<file path="config.mk">
export PLATFORM = sky130hd
export DESIGN_NAME = power_reset_control_regs
export DESIGN_NICKNAME = d
export VERILOG_FILES = /design/src/power_reset_pkg.sv /design/src/power_reset_control_regs.sv
export SDC_FILE = /design/constraint.sdc
export NUM_CORES = 1
export LEC_CHECK = 0
export BUFFER_PORTS_ARGS = -buffer_cell sky130_fd_sc_hd__buf_4
export CORE_UTILIZATION = 25
export DETAILED_ROUTE_END_ITERATION = 12
export MAX_ROUTING_LAYER = met4
export SLEW_MARGIN = 20
export SYNTH_ARGS = -nofsm -noshare
export SYNTH_HDL_FRONTEND = slang
export SYNTH_SLANG_ARGS = --single-unit
export TNS_END_PERCENT = 1
</file>
<file path="constraint.sdc">
create_clock -name clk -period 2.6 [get_ports clk]
set_clock_uncertainty 0.15 [all_clocks]
set_input_delay 0.39 -clock clk [delete_from_list [all_inputs] [get_ports clk]]
set_output_delay 0.39 -clock clk [all_outputs]
set_load 0.1 [all_outputs]
</file>
<file path="src/power_reset_pkg.sv">
/*
  constants and types for the power and reset control register block.
  assumes an apb slave on a 32-bit bus, byte addressed.
*/
package power_reset_pkg;
  localparam logic [11:0] RESET_CAUSE_OFS = 12'h400;
  localparam logic [11:0] DEEP_OFF_OFS = 12'h500;
  localparam logic [11:0] SUPPLY_CFG_OFS = 12'h510;
  localparam logic [11:0] SCRATCH0_OFS = 12'h51C;
  localparam logic [11:0] SCRATCH1_OFS = 12'h520;
  localparam logic [11:0] SWITCHER_OFS = 12'h578;
  localparam logic [11:0] RAM_BASE_OFS = 12'h900;
  localparam logic [11:0] RAM_STRIDE = 12'h010;
  localparam logic [11:0] IRQ_STATUS_OFS = 12'h600;
  localparam logic [11:0] IRQ_ENABLE_OFS = 12'h604;
  localparam logic [11:0] IRQ_CLEAR_OFS = 12'h608;
  localparam int RAM_BANKS = 8;
  localparam logic [31:0] DEEP_OFF_ENTER = 32'h00000001;
  localparam logic [31:0] RAM_POWER_RESET = 32'h0000FFFF;
  localparam logic [31:0] ZERO_RESET = 32'h00000000;
  localparam int CAUSE_PIN = 0;
  localparam int CAUSE_DOG = 1;
  localparam int CAUSE_SOFT = 2;
  localparam int CAUSE_HANG = 3;
  localparam int CAUSE_GPIO_WAKE = 16;
  localparam int CAUSE_DEBUG_WAKE = 17;
  localparam logic [31:0] CAUSE_MASK = 32'h0003000F;
  localparam int THRESH_LSB = 1;
  localparam logic [3:0] THRESH_MIN = 4'h4;
  localparam logic [31:0] SUPPLY_CFG_MASK = 32'h0000001F;
  localparam logic [31:0] RAM_MASK = 32'h00030003;
  localparam int RAM_RET_LSB = 16;

  typedef enum logic [1:0] {
    RUN = 2'b01,
    DEEP_OFF = 2'b10
  } power_state_t;

  typedef struct packed {
    logic [5:0] cause;
    logic wake;
    logic warnLevel;
  } event_in_t;

  typedef struct packed {
    logic monitorEnable;
    logic [3:0] threshold;
    logic thresholdValid;
    logic switcherEnable;
    logic [15:0] ramPower;
    logic [15:0] ramRetain;
    logic deepOff;
  } power_ctl_t;
endpackage : power_reset_pkg
</file>
<file path="src/power_reset_control_regs.sv">
/*
  power and reset control registers behind an apb slave.
  assumes cause and wake inputs are synchronous pulses, warn is a level from the
  comparator, and that cause flags and scratch words sit in a reset domain
  (rstnRetained) that rstn does not touch.
*/
// Design decision made here: the APB interface to the registers.
`timescale 1ns/1ps
// Behaviour
// - cause flags accumulate across resets until cleared
// - writing one clears a cause flag
// - all flags zero means power-on or brownout
// - flags for pin, watchdog, soft, hang resets
// - flag for wake from deep-off by gpio
// - flag for wake from deep-off by debug
// - enable bit turns supply comparator on
// - threshold codes 4..15 map 1.7..2.8 V
// - scratch registers keep contents across resets
// - switcher enable bit selects dc/dc converter
// - bank registers at base plus index stride
// - per-section power bits reset to on
// - powered section always keeps its contents
// - unpowered section keeps contents only if retained
// - deep-off switches every ram section off
// - enabled comparator raises supply-warning event
module power_reset_control_regs (
  input wire logic clk, // system clock
  input wire logic rstn, // async reset, active low
  input wire logic rstnRetained, // reset of the retained scratch domain, active low
  input wire logic psel, // apb select
  input wire logic penable, // apb enable
  input wire logic pwrite, // apb direction
  input wire logic [31:0] paddr, // apb byte address
  input wire logic [31:0] pwdata, // apb write data
  output logic [31:0] prdata, // apb read data
  output logic pready, // apb ready
  output logic pslverr, // apb error on unmapped address
  input wire power_reset_pkg::event_in_t events, // reset causes, wake, warn level
  output power_reset_pkg::power_ctl_t ctl, // drive to analog and ram
  output logic irq // level interrupt
);
  localparam int RAM_BANK_BITS = power_reset_pkg::RAM_BANKS;

  // control state, loaded with its reset values by rstn
  typedef struct packed {
    logic [31:0] prdata;
    logic pready;
    logic pslverr;
    logic monitorEnable;
    logic [3:0] threshold;
    logic switcherEnable;
    logic [RAM_BANK_BITS-1:0][31:0] ram;
    power_reset_pkg::power_state_t pstate;
    logic warnSeen;
    logic irqStatus;
    logic irqEnable;
    logic irq;
    power_reset_pkg::power_ctl_t ctl;
  } state_t;

  // power-on state: cause flags and scratch words outlive rstn
  typedef struct packed {
    logic [31:0] cause;
    logic [31:0] s0;
    logic [31:0] s1;
  } scratch_t;

  // one select per register, from the bus address
  typedef struct packed {
    logic bad;
    logic cause;
    logic deepOff;
    logic cfg;
    logic scratch0;
    logic scratch1;
    logic switcher;
    logic irqStatus;
    logic irqEnable;
    logic irqClear;
    logic bank;
    logic [2:0] bankIdx;
  } sel_t;

  state_t st;
  state_t next_st;
  scratch_t sc;
  scratch_t next_sc;

  // decode a bank register; returns bank index plus hit flag
  function automatic logic [3:0] bank_hit(input logic [11:0] a);
    logic [3:0] r;
    r = 4'h0;
    for (int i = 0; i < power_reset_pkg::RAM_BANKS; i++) begin
      if (a == power_reset_pkg::RAM_BASE_OFS + 12'(i) * power_reset_pkg::RAM_STRIDE) begin
        r = {1'b1, 3'(i)};
      end
    end
    return r;
  endfunction : bank_hit

  // effective section power after deep-off override
  function automatic logic [1:0] section_on(input logic [31:0] r, input logic off);
    return off ? 2'b00 : r[1:0];
  endfunction : section_on

  // full address decode; anything unmapped or unaligned is an error
  function automatic sel_t decode(input logic [31:0] a);
    sel_t s;
    logic [3:0] b;
    s = '0;
    b = bank_hit(a[11:0]);
    if (a[31:12] != 20'h00000 || a[1:0] != 2'b00) begin
      s.bad = 1'b1;
    end else if (a[11:0] == power_reset_pkg::RESET_CAUSE_OFS) begin
      s.cause = 1'b1;
    end else if (a[11:0] == power_reset_pkg::DEEP_OFF_OFS) begin
      s.deepOff = 1'b1;
    end else if (a[11:0] == power_reset_pkg::SUPPLY_CFG_OFS) begin
      s.cfg = 1'b1;
    end else if (a[11:0] == power_reset_pkg::SCRATCH0_OFS) begin
      s.scratch0 = 1'b1;
    end else if (a[11:0] == power_reset_pkg::SCRATCH1_OFS) begin
      s.scratch1 = 1'b1;
    end else if (a[11:0] == power_reset_pkg::SWITCHER_OFS) begin
      s.switcher = 1'b1;
    end else if (a[11:0] == power_reset_pkg::IRQ_STATUS_OFS) begin
      s.irqStatus = 1'b1;
    end else if (a[11:0] == power_reset_pkg::IRQ_ENABLE_OFS) begin
      s.irqEnable = 1'b1;
    end else if (a[11:0] == power_reset_pkg::IRQ_CLEAR_OFS) begin
      s.irqClear = 1'b1;
    end else if (b[3]) begin
      s.bank = 1'b1;
      s.bankIdx = b[2:0];
    end else begin
      s.bad = 1'b1;
    end
    return s;
  endfunction : decode

  // map source pulses onto their flag positions
  function automatic logic [31:0] cause_bits(input logic [5:0] p);
    logic [31:0] r;
    r = 32'h00000000;
    r[power_reset_pkg::CAUSE_PIN] = p[0];
    r[power_reset_pkg::CAUSE_DOG] = p[1];
    r[power_reset_pkg::CAUSE_SOFT] = p[2];
    r[power_reset_pkg::CAUSE_HANG] = p[3];
    r[power_reset_pkg::CAUSE_GPIO_WAKE] = p[4];
    r[power_reset_pkg::CAUSE_DEBUG_WAKE] = p[5];
    return r;
  endfunction : cause_bits

  // single-bit register as a read word, reserved bits zero
  function automatic logic [31:0] bit_word(input logic b);
    return {31'h0, b};
  endfunction : bit_word

  // supply monitor configuration as a read word
  function automatic logic [31:0] cfg_word(input logic en, input logic [3:0] thr);
    return {27'h0, thr, en};
  endfunction : cfg_word

  sel_t sel;
  logic access;
  logic wr;
  logic rd;
  logic warnEdge;
  logic [31:0] causeSet;

  always_comb begin
    next_st = st;
    next_sc = sc;
    sel = decode(paddr);
    access = psel && penable && !st.pready;
    wr = access && pwrite;
    rd = access && !pwrite;
    warnEdge = events.warnLevel && !st.warnSeen && st.monitorEnable;
    causeSet = cause_bits(events.cause);

    // answer one cycle after the first access cycle, for one cycle only
    next_st.pready = access;
    next_st.pslverr = access && sel.bad;
    next_st.prdata = 32'h00000000;
    next_st.warnSeen = events.warnLevel && st.monitorEnable;

    // read path; write-only and unmapped registers read zero
    if (rd && !sel.bad) begin
      if (sel.cause) begin
        next_st.prdata = sc.cause;
      end else if (sel.cfg) begin
        next_st.prdata = cfg_word(st.monitorEnable, st.threshold);
      end else if (sel.scratch0) begin
        next_st.prdata = sc.s0;
      end else if (sel.scratch1) begin
        next_st.prdata = sc.s1;
      end else if (sel.switcher) begin
        next_st.prdata = bit_word(st.switcherEnable);
      end else if (sel.irqStatus) begin
        next_st.prdata = bit_word(st.irqStatus);
      end else if (sel.irqEnable) begin
        next_st.prdata = bit_word(st.irqEnable);
      end else if (sel.bank) begin
        next_st.prdata = st.ram[sel.bankIdx];
      end else begin
        next_st.prdata = 32'h00000000;
      end
    end

    // write path; an error access changes nothing
    if (wr && !sel.bad) begin
      if (sel.cause) begin
        next_sc.cause = sc.cause & ~(pwdata & power_reset_pkg::CAUSE_MASK);
      end else if (sel.deepOff) begin
        if (pwdata == power_reset_pkg::DEEP_OFF_ENTER) begin
          next_st.pstate = power_reset_pkg::DEEP_OFF;
        end
      end else if (sel.cfg) begin
        next_st.monitorEnable = pwdata[0];
        next_st.threshold = pwdata[power_reset_pkg::THRESH_LSB +: 4];
      end else if (sel.scratch0) begin
        next_sc.s0 = pwdata;
      end else if (sel.scratch1) begin
        next_sc.s1 = pwdata;
      end else if (sel.switcher) begin
        next_st.switcherEnable = pwdata[0];
      end else if (sel.irqEnable) begin
        next_st.irqEnable = pwdata[0];
      end else if (sel.irqClear) begin
        if (pwdata[0]) begin
          next_st.irqStatus = 1'b0;
        end
      end else if (sel.bank) begin
        next_st.ram[sel.bankIdx] = pwdata & power_reset_pkg::RAM_MASK;
      end
    end

    // set wins over clear
    if (warnEdge) begin
      next_st.irqStatus = 1'b1;
    end
    // a source pulse beats a software clear in the same cycle
    next_sc.cause = next_sc.cause | causeSet;
    // only a wake pulse or rstn takes the block out of deep-off
    if (st.pstate == power_reset_pkg::DEEP_OFF && events.wake) begin
      next_st.pstate = power_reset_pkg::RUN;
    end
    next_st.irq = next_st.irqStatus && next_st.irqEnable;
    next_st.ctl.monitorEnable = next_st.monitorEnable;
    next_st.ctl.threshold = next_st.threshold;
    next_st.ctl.thresholdValid = next_st.threshold >= power_reset_pkg::THRESH_MIN;
    next_st.ctl.switcherEnable = next_st.switcherEnable;
    next_st.ctl.deepOff = next_st.pstate == power_reset_pkg::DEEP_OFF;
    for (int i = 0; i < power_reset_pkg::RAM_BANKS; i++) begin
      next_st.ctl.ramPower[2*i +: 2] = section_on(next_st.ram[i], next_st.ctl.deepOff);
      // retained when on or when retention bit set
      next_st.ctl.ramRetain[2*i +: 2] = next_st.ctl.ramPower[2*i +: 2] |
        next_st.ram[i][power_reset_pkg::RAM_RET_LSB +: 2];
    end
  end

  always_ff @(posedge clk or negedge rstn) begin
    if (!rstn) begin
      st <= '0;
      st.pstate <= power_reset_pkg::RUN;
      for (int i = 0; i < power_reset_pkg::RAM_BANKS; i++) begin
        st.ram[i] <= power_reset_pkg::RAM_POWER_RESET & power_reset_pkg::RAM_MASK;
      end
      st.ctl.ramPower <= 16'hFFFF;
      st.ctl.ramRetain <= 16'hFFFF;
      st.ctl.thresholdValid <= 1'b0;
    end else begin
      st <= next_st;
    end
  end

  // cause flags and scratch words: cleared at power-on only, so they survive rstn
  always_ff @(posedge clk or negedge rstnRetained) begin
    if (!rstnRetained) begin
      sc <= '0;
    end else begin
      sc <= next_sc;
    end
  end

  assign prdata = st.prdata;
  assign pready = st.pready;
  assign pslverr = st.pslverr;
  assign ctl = st.ctl;
  assign irq = st.irq;
endmodule : power_reset_control_regs

</file>
==> reports/metrics.yaml, run 1 <==
power_mw: 13.24
slew_viol_final: 0
critical-path-max-stage-delay_ps: 570
ir_drop_uv: 503.5
die_height_um: 268.0
antennaDiodeCount: 0
violations: "negative setup slack"
synth.ff_latch_count: 406
worst_slack_ps: -56.34
wl_per_cell_um: 19.52
synth_cells: 1527
m1WireLength_um: 24480
grt_max_degree: 83
relSlewSlack_pct: 38.08
min_path_type: "in -> reg"
num_rows: 97
avgSynthCellArea_sq_um: 11.58
synth_area_sq_mm: 0.01769
worstMarginPinSlew_ps: 928.9
hpwl_um: 39910
coreArea_sq_mm: 0.07003
final_cell_mix: "buf_4 (370), dfrtp_1 (357), and2_1 (136)"
drc: 0
status: "finished, violations left"
crit_required_ps: 2950
cp_common_cell: "buf_4"
fin_crit_ps: 2656
io_pins: 153
gp_congestion: 0.9167
clk_path_buf_depth: 3
synth_nets: 1605
critical_path_class: "in -> reg"
routed_wl_um: 55030
synth-seq-area-share_pct: 57.78
async_flop_share_pct: 100.0
drtPass1Iterations: 7
drv_cap: 0
highest_layer: "met4"
power_leakage_nw: 11.32
wl_met2_um: 27170
die_area_sq_mm: 0.07182
vias: 13110
mostFrequentLayoutCell: "buf_4"
initialDrtViolationCount: 980
worstPathArrival_ps: 3000
holdWs_ps: 24.00
cts_buffers: 45
grt_overflow: 0
initial_core_util_pct: 25.26
worstPathMaxFanout: 5
clkSlewWorstSetupHoldPaths_ps: 60
grt_pass1_wl_um: 84470
setup_viol: 16
die_w_um: 268.0
worst_path_max_delay_cell: "or4_4"
crit_chain: "buf_4, or4_4, buf_6, nor3_2, buf_4, nand4_1, or2_4, or3_4, mux2_2, o21bai_1"
insertion_delay_ps: 580
cp-end-kind: "register"
start_kind: "input port"
final_area_sq_mm: 0.02344
fin_nets: 1922
worst-path-buf-inv: 3
cts_tree: "done"
pwr_density_cell_mw_per_mm2: 564.7
cp_top_family: "simple AND/OR/NAND/NOR gates"
drt.antenna.violating_nets: 0
root_buffer: "clkbuf_16"
wl_met3_um: 2138
antenna_found_initial: 0
yosysWarnings: 0
drive_above_1_share_pct: 37.63
grt_setup_unrepaired: "yes"
viasPerCell: 4.651
yosysUniqueCellTypes: 77
place_area_sq_mm: 0.02137
synth_ff_type: "dfrtp_1"
cts_num_sinks: 406
fmax_mhz: 376.5
htree_levels: 2
syn_to_final_growth_pct: 32.52
port_buffers: 152
synth-edff-count: 0
first_global_vias: 13770
finalHoldViolCount: 0
period_share_pct: 102.2
grt_use_total_pct: 15.88
-- cell type report --
class / count / area [sq um]
clock buffers: 71 / 1375
well taps: 940 / 1176
fillers: 7030 / 46590
repair buffers: 433 / 3690
clock inverters: 11 / 117.6
inverters: 42 / 157.7
multi-input cells: 916 / 6703
flip-flops and latches: 406 / 10220
-- path summary, 6_finish.rpt --
kind	startpoint	endpoint	slack, ps	cells after the start
worst min register to register	st[96]	st[96]	330	1
max in group asynchronous	rstn	st[44]	1290	3
worst max register to register	pready	ctl[11]	220	6
min in group asynchronous	rstn	st[56]	150	2
worst max-delay path	paddr[13]	ctl[11]	-60	10
worst min-delay path	pwdata[8]	sc[8]	20	3
-- Yosys cell counts (5+ instances only) --
cell type  count  area (sq um)
a221oi_1      14         122.6
clkbuf_1      63         236.5
o22ai_1       11         68.82
and2_1       142         888.4
nand2_1       73         274.0
o21ai_0       28         140.1
buf_4         74         555.5
and3_1         5         31.28
a31oi_1       28         175.2
a211oi_1      40         300.3
dfstp_2       49          1287
a22oi_1        7         52.55
o221a_2       14         157.7
nor2_1        69         259.0
or4_1         11         82.58
nor4_4         5         106.4
nor3_1        11         55.05
mux2i_1       42         420.4
buf_2         20         100.1
a21oi_1       66         330.3
o32ai_1        6         52.55
o21bai_1      27         202.7
inv_1         41         153.9
a22o_1        14         122.6
nor2b_1       79         494.2
dfrtp_1      357          8934
nor4_1        13         81.33
a21o_1         6         45.04
buf_1          5         18.77
nor3_2         6         60.06
mux2_2        81         912.1
nand4_1       14         87.58
mux2_1        10         112.6
a222oi_1       5         50.05
nand3_1       21         105.1
-- worst reg2reg max path, delay by kind of cell, from the launching register on --
family           cells  cell delay, ps
multiplexers         1             300
flip-flops           1             390
AND/OR/NAND/NOR      4            1310
AO/OA/AOI/OAI        1             150
-- what timing repair did --
action | 4_1_cts | 5_1_grt
endpoints found under the setup margin | 88 | 248
pin swaps | 4 | 24
hold buffers | 23 | 0
resized for setup | 31 | 41
endpoints found under the hold margin | 199 | 0
setup buffers | 0 | 3
-- report_power, final --
part	switching, mW	leakage (nW)	internal, mW
clock	2.60	0.729	3.74
sequential	0.00157	5.36	6.33
combinational	0.342	5.23	0.221
-- sequential cells by signal, summed over array words and instances (netlist names), named ones only --
name and cells:
ctl 38, irq 1, pready 1, sc 70, st 261, prdata 32
pslverr 1
-- kinds of logic after synthesis --
family,Yosys count,share of synthesized area (%)
AOI/OAI and AO/OA,303,12.21
buffers and inverters,205,6.105
muxes,133,8.170
DFF,406,57.78
and+or+nand+nor,480,15.73
-- metal layers --
metal / vias to the layer above / global-route usage, %
met5: - / -
met4: 0 / 4.402
met1: 6730 / 20.57
li1: 5959 / -
met3: 80 / 1.824
met2: 343 / 26.19
-- stage by stage --
step | utilization [%] | instances | setup TNS [ps] | setup WS [ps]
global route | 33.47 | 2819 | -2088 | -108.6
global placement | 30.52 | 2711 | -221740 | -813.9
detailed placement | 30.52 | 2711 | -215370 | -875.9
finish | 33.47 | 2819 | -253.2 | -56.34
floorplan | - | 1527 | -66830 | -358.6
CTS | 33.15 | 2816 | -158.7 | -55.35
(Power assumes the default switching activity.)
==> run 2, diff against run 1 <==
--- a/config.mk
+++ b/config.mk
@@ -5,10 +5,12 @@
 export SDC_FILE = /design/constraint.sdc
 export NUM_CORES = 1
 export LEC_CHECK = 0
-export BUFFER_PORTS_ARGS = -buffer_cell sky130_fd_sc_hd__buf_4
 export CORE_UTILIZATION = 25
 export DETAILED_ROUTE_END_ITERATION = 12
+export DONT_BUFFER_PORTS = 1
+export GPL_ROUTABILITY_DRIVEN = 0
 export MAX_ROUTING_LAYER = met4
+export PLACE_DENSITY = 0.47
 export SLEW_MARGIN = 20
 export SYNTH_ARGS = -nofsm -noshare
 export SYNTH_HDL_FRONTEND = slang
==> run 2 against run 1 <==
  * The flow finishes with violations (negative hold slack)
  * Register-to-register slack improved by 70 ps
  * Critical endpoint is now sc[65]
  * Highest routed layer unchanged
  * Global-route usage about the same
  * Combinational power decreased by 54%
  * Worst setup slack improved by 72 ps
  * Sequential share of layout area increased by 3.0 points
  * Core utilization decreased by 2.2 points
  * Sequential power about the same
==> reports/metrics.yaml, run 2 (synthesized netlist as in run 1, its figures left out) <==
fillers: 7122
cts_tree: "done"
grt_max_degree: 337
port_buffers: 0
fin_crit_ps: 2584
num_rows: 97
die_w_um: 268.0
drive_above_1_share_pct: 28.46
fin_nets: 1750
worstMarginPinSlew_ps: 1271
initialDrtViolationCount: 915
routed_wl_um: 56130
cts_num_sinks: 406
drv_cap: 0
insertion_delay_ps: 600
fmax_mhz: 387.0
violations: "negative hold slack"
initial_core_util_pct: 25.26
cp_common_cell: "buf_4"
power_leakage_nw: 10.35
multi_input_area_sq_mm: 0.006565
worst_path_max_delay_cell: "or4_4"
die_height_um: 268.0
dpl.cell_count: 2514
period_share_pct: 99.38
mostFrequentLayoutCell: "dfrtp_1"
finalHoldViolCount: 287
root_buffer: "clkbuf_16"
wl_per_cell_um: 21.22
clkSlewWorstSetupHoldPaths_ps: 60
grt_overflow: 0
worstPathArrival_ps: 2900
min_path_type: "in -> async"
start_kind: "input port"
first_global_vias: 13040
drtPass1Iterations: 5
htree_levels: 2
final_area_sq_mm: 0.02193
cp-end-kind: "register"
slew_viol_final: 0
antenna_found_initial: 2
ir_drop_uv: 410.0
worst-path-buf-inv: 4
crit_required_ps: 2920
final_cell_mix: "dfrtp_1 (357), buf_4 (188), and2_1 (142)"
coreArea_sq_mm: 0.07003
die_area_sq_mm: 0.07182
setup_viol: 0
relSlewSlack_pct: 15.27
holdWs_ps: -627.9
largest_reg_flops: 261
viasPerCell: 4.695
grt_use_total_pct: 15.87
grt_pass1_wl_um: 82320
crit_chain: "or4_4, buf_4, nor4_4, buf_4, nand2_2, buf_4, or4_4, nor3_4, buf_6, nand2_1, a21o_1"
place_area_sq_mm: 0.01982
io_pins: 153
vias: 12420
worstPathMaxFanout: 6
critical-path-max-stage-delay_ps: 540
drt.antenna.violating_nets: 0
syn_to_final_growth_pct: 23.99
cts_buffers: 46
pwr_density_cell_mw_per_mm2: 587.8
regMostFlops: "st"
critical_path_class: "in -> reg"
grt_setup_unrepaired: "yes"
final_cells: 2645
regArea_sq_mm: 0.01022
clk_path_buf_depth: 3
cp_top_family: "simple AND/OR/NAND/NOR gates"
hpwl_um: 37590
drc: 0
status: "finished, violations left"
largestRegisters: "st: 261 flops, sc: 70 flops, ctl: 38 flops"
==> run 2: stage by stage <==
step / hold slack [ps] / TNS [ps] / power (mW) / util (%) / setup WS (ps)
after floorplan: -55.59 / -66830 / 6.558 / - / -358.6
after global routing: -665.5 / -1099 / 13.34 / 31.32 / -52.19
after global placement: -53.73 / -168490 / 6.586 / 28.30 / -752.2
after detailed placement: -54.40 / -166500 / 6.586 / 28.30 / -813.6
after CTS: -642.9 / -29.93 / 13.07 / 31.09 / -20.64
final: -627.9 / 0 / 12.89 / 31.32 / 16.06
==> run 2: area by class of cell <==
type / instances / area share, %
inverter: 42 / 0.7189
sequential: 406 / 46.61
tap: 940 / 5.363
antenna: 1 / 0.01141
clock buffer: 70 / 6.259
multi-input combinational: 916 / 29.94
timing repair buffer: 260 / 10.73
clock inverter: 10 / 0.3765
==> run 2: per-layer routing <==
layer | GRT usage [%] | vias to the layer above | part of all wire (%)
met1 | 20.36 | 6369 | 45
met4 | 6.054 | 0 | 3.1
met3 | 2.987 | 101 | 4.4
li1 | - | 5615 | -
met5 | - | - | 0
met2 | 24.75 | 333 | 48
==> run 2: final timing paths <==
kind	slack [ps]	end	startpoint	depth (start not counted)
worst min register to register	330	st[96]	st[96]	1
max in group asynchronous	1770	sc[0]	rstnRetained	2
worst max-delay path	20	sc[65]	paddr[26]	11
min in group clk	50	st[41]	paddr[3]	3
worst max register to register	290	st[62]	pready	7
worst min-delay path	-630	prdata[8]	rstn	0
==> run 2: repair_timing <==
action / CTS / global route
resized for setup: 6 / 30
setup buffers: 0 / 1
setup endpoints to repair: 5 / 77
endpoints found under the hold margin: 556 / 413
hold buffers: 45 / 4
pin swaps: 0 / 8
==> run 2: where the power goes <==
part / leakage, nW / internal (mW) / total, mW / switching [mW]
Combinational: 4.28 / 0.110 / 0.259 / 0.149
Clock: 0.711 / 3.63 / 6.30 / 2.66
Sequential: 5.36 / 6.33 / 6.33 / 0.00769
Total: 10.3 / 10.1 / 12.9 / 2.82
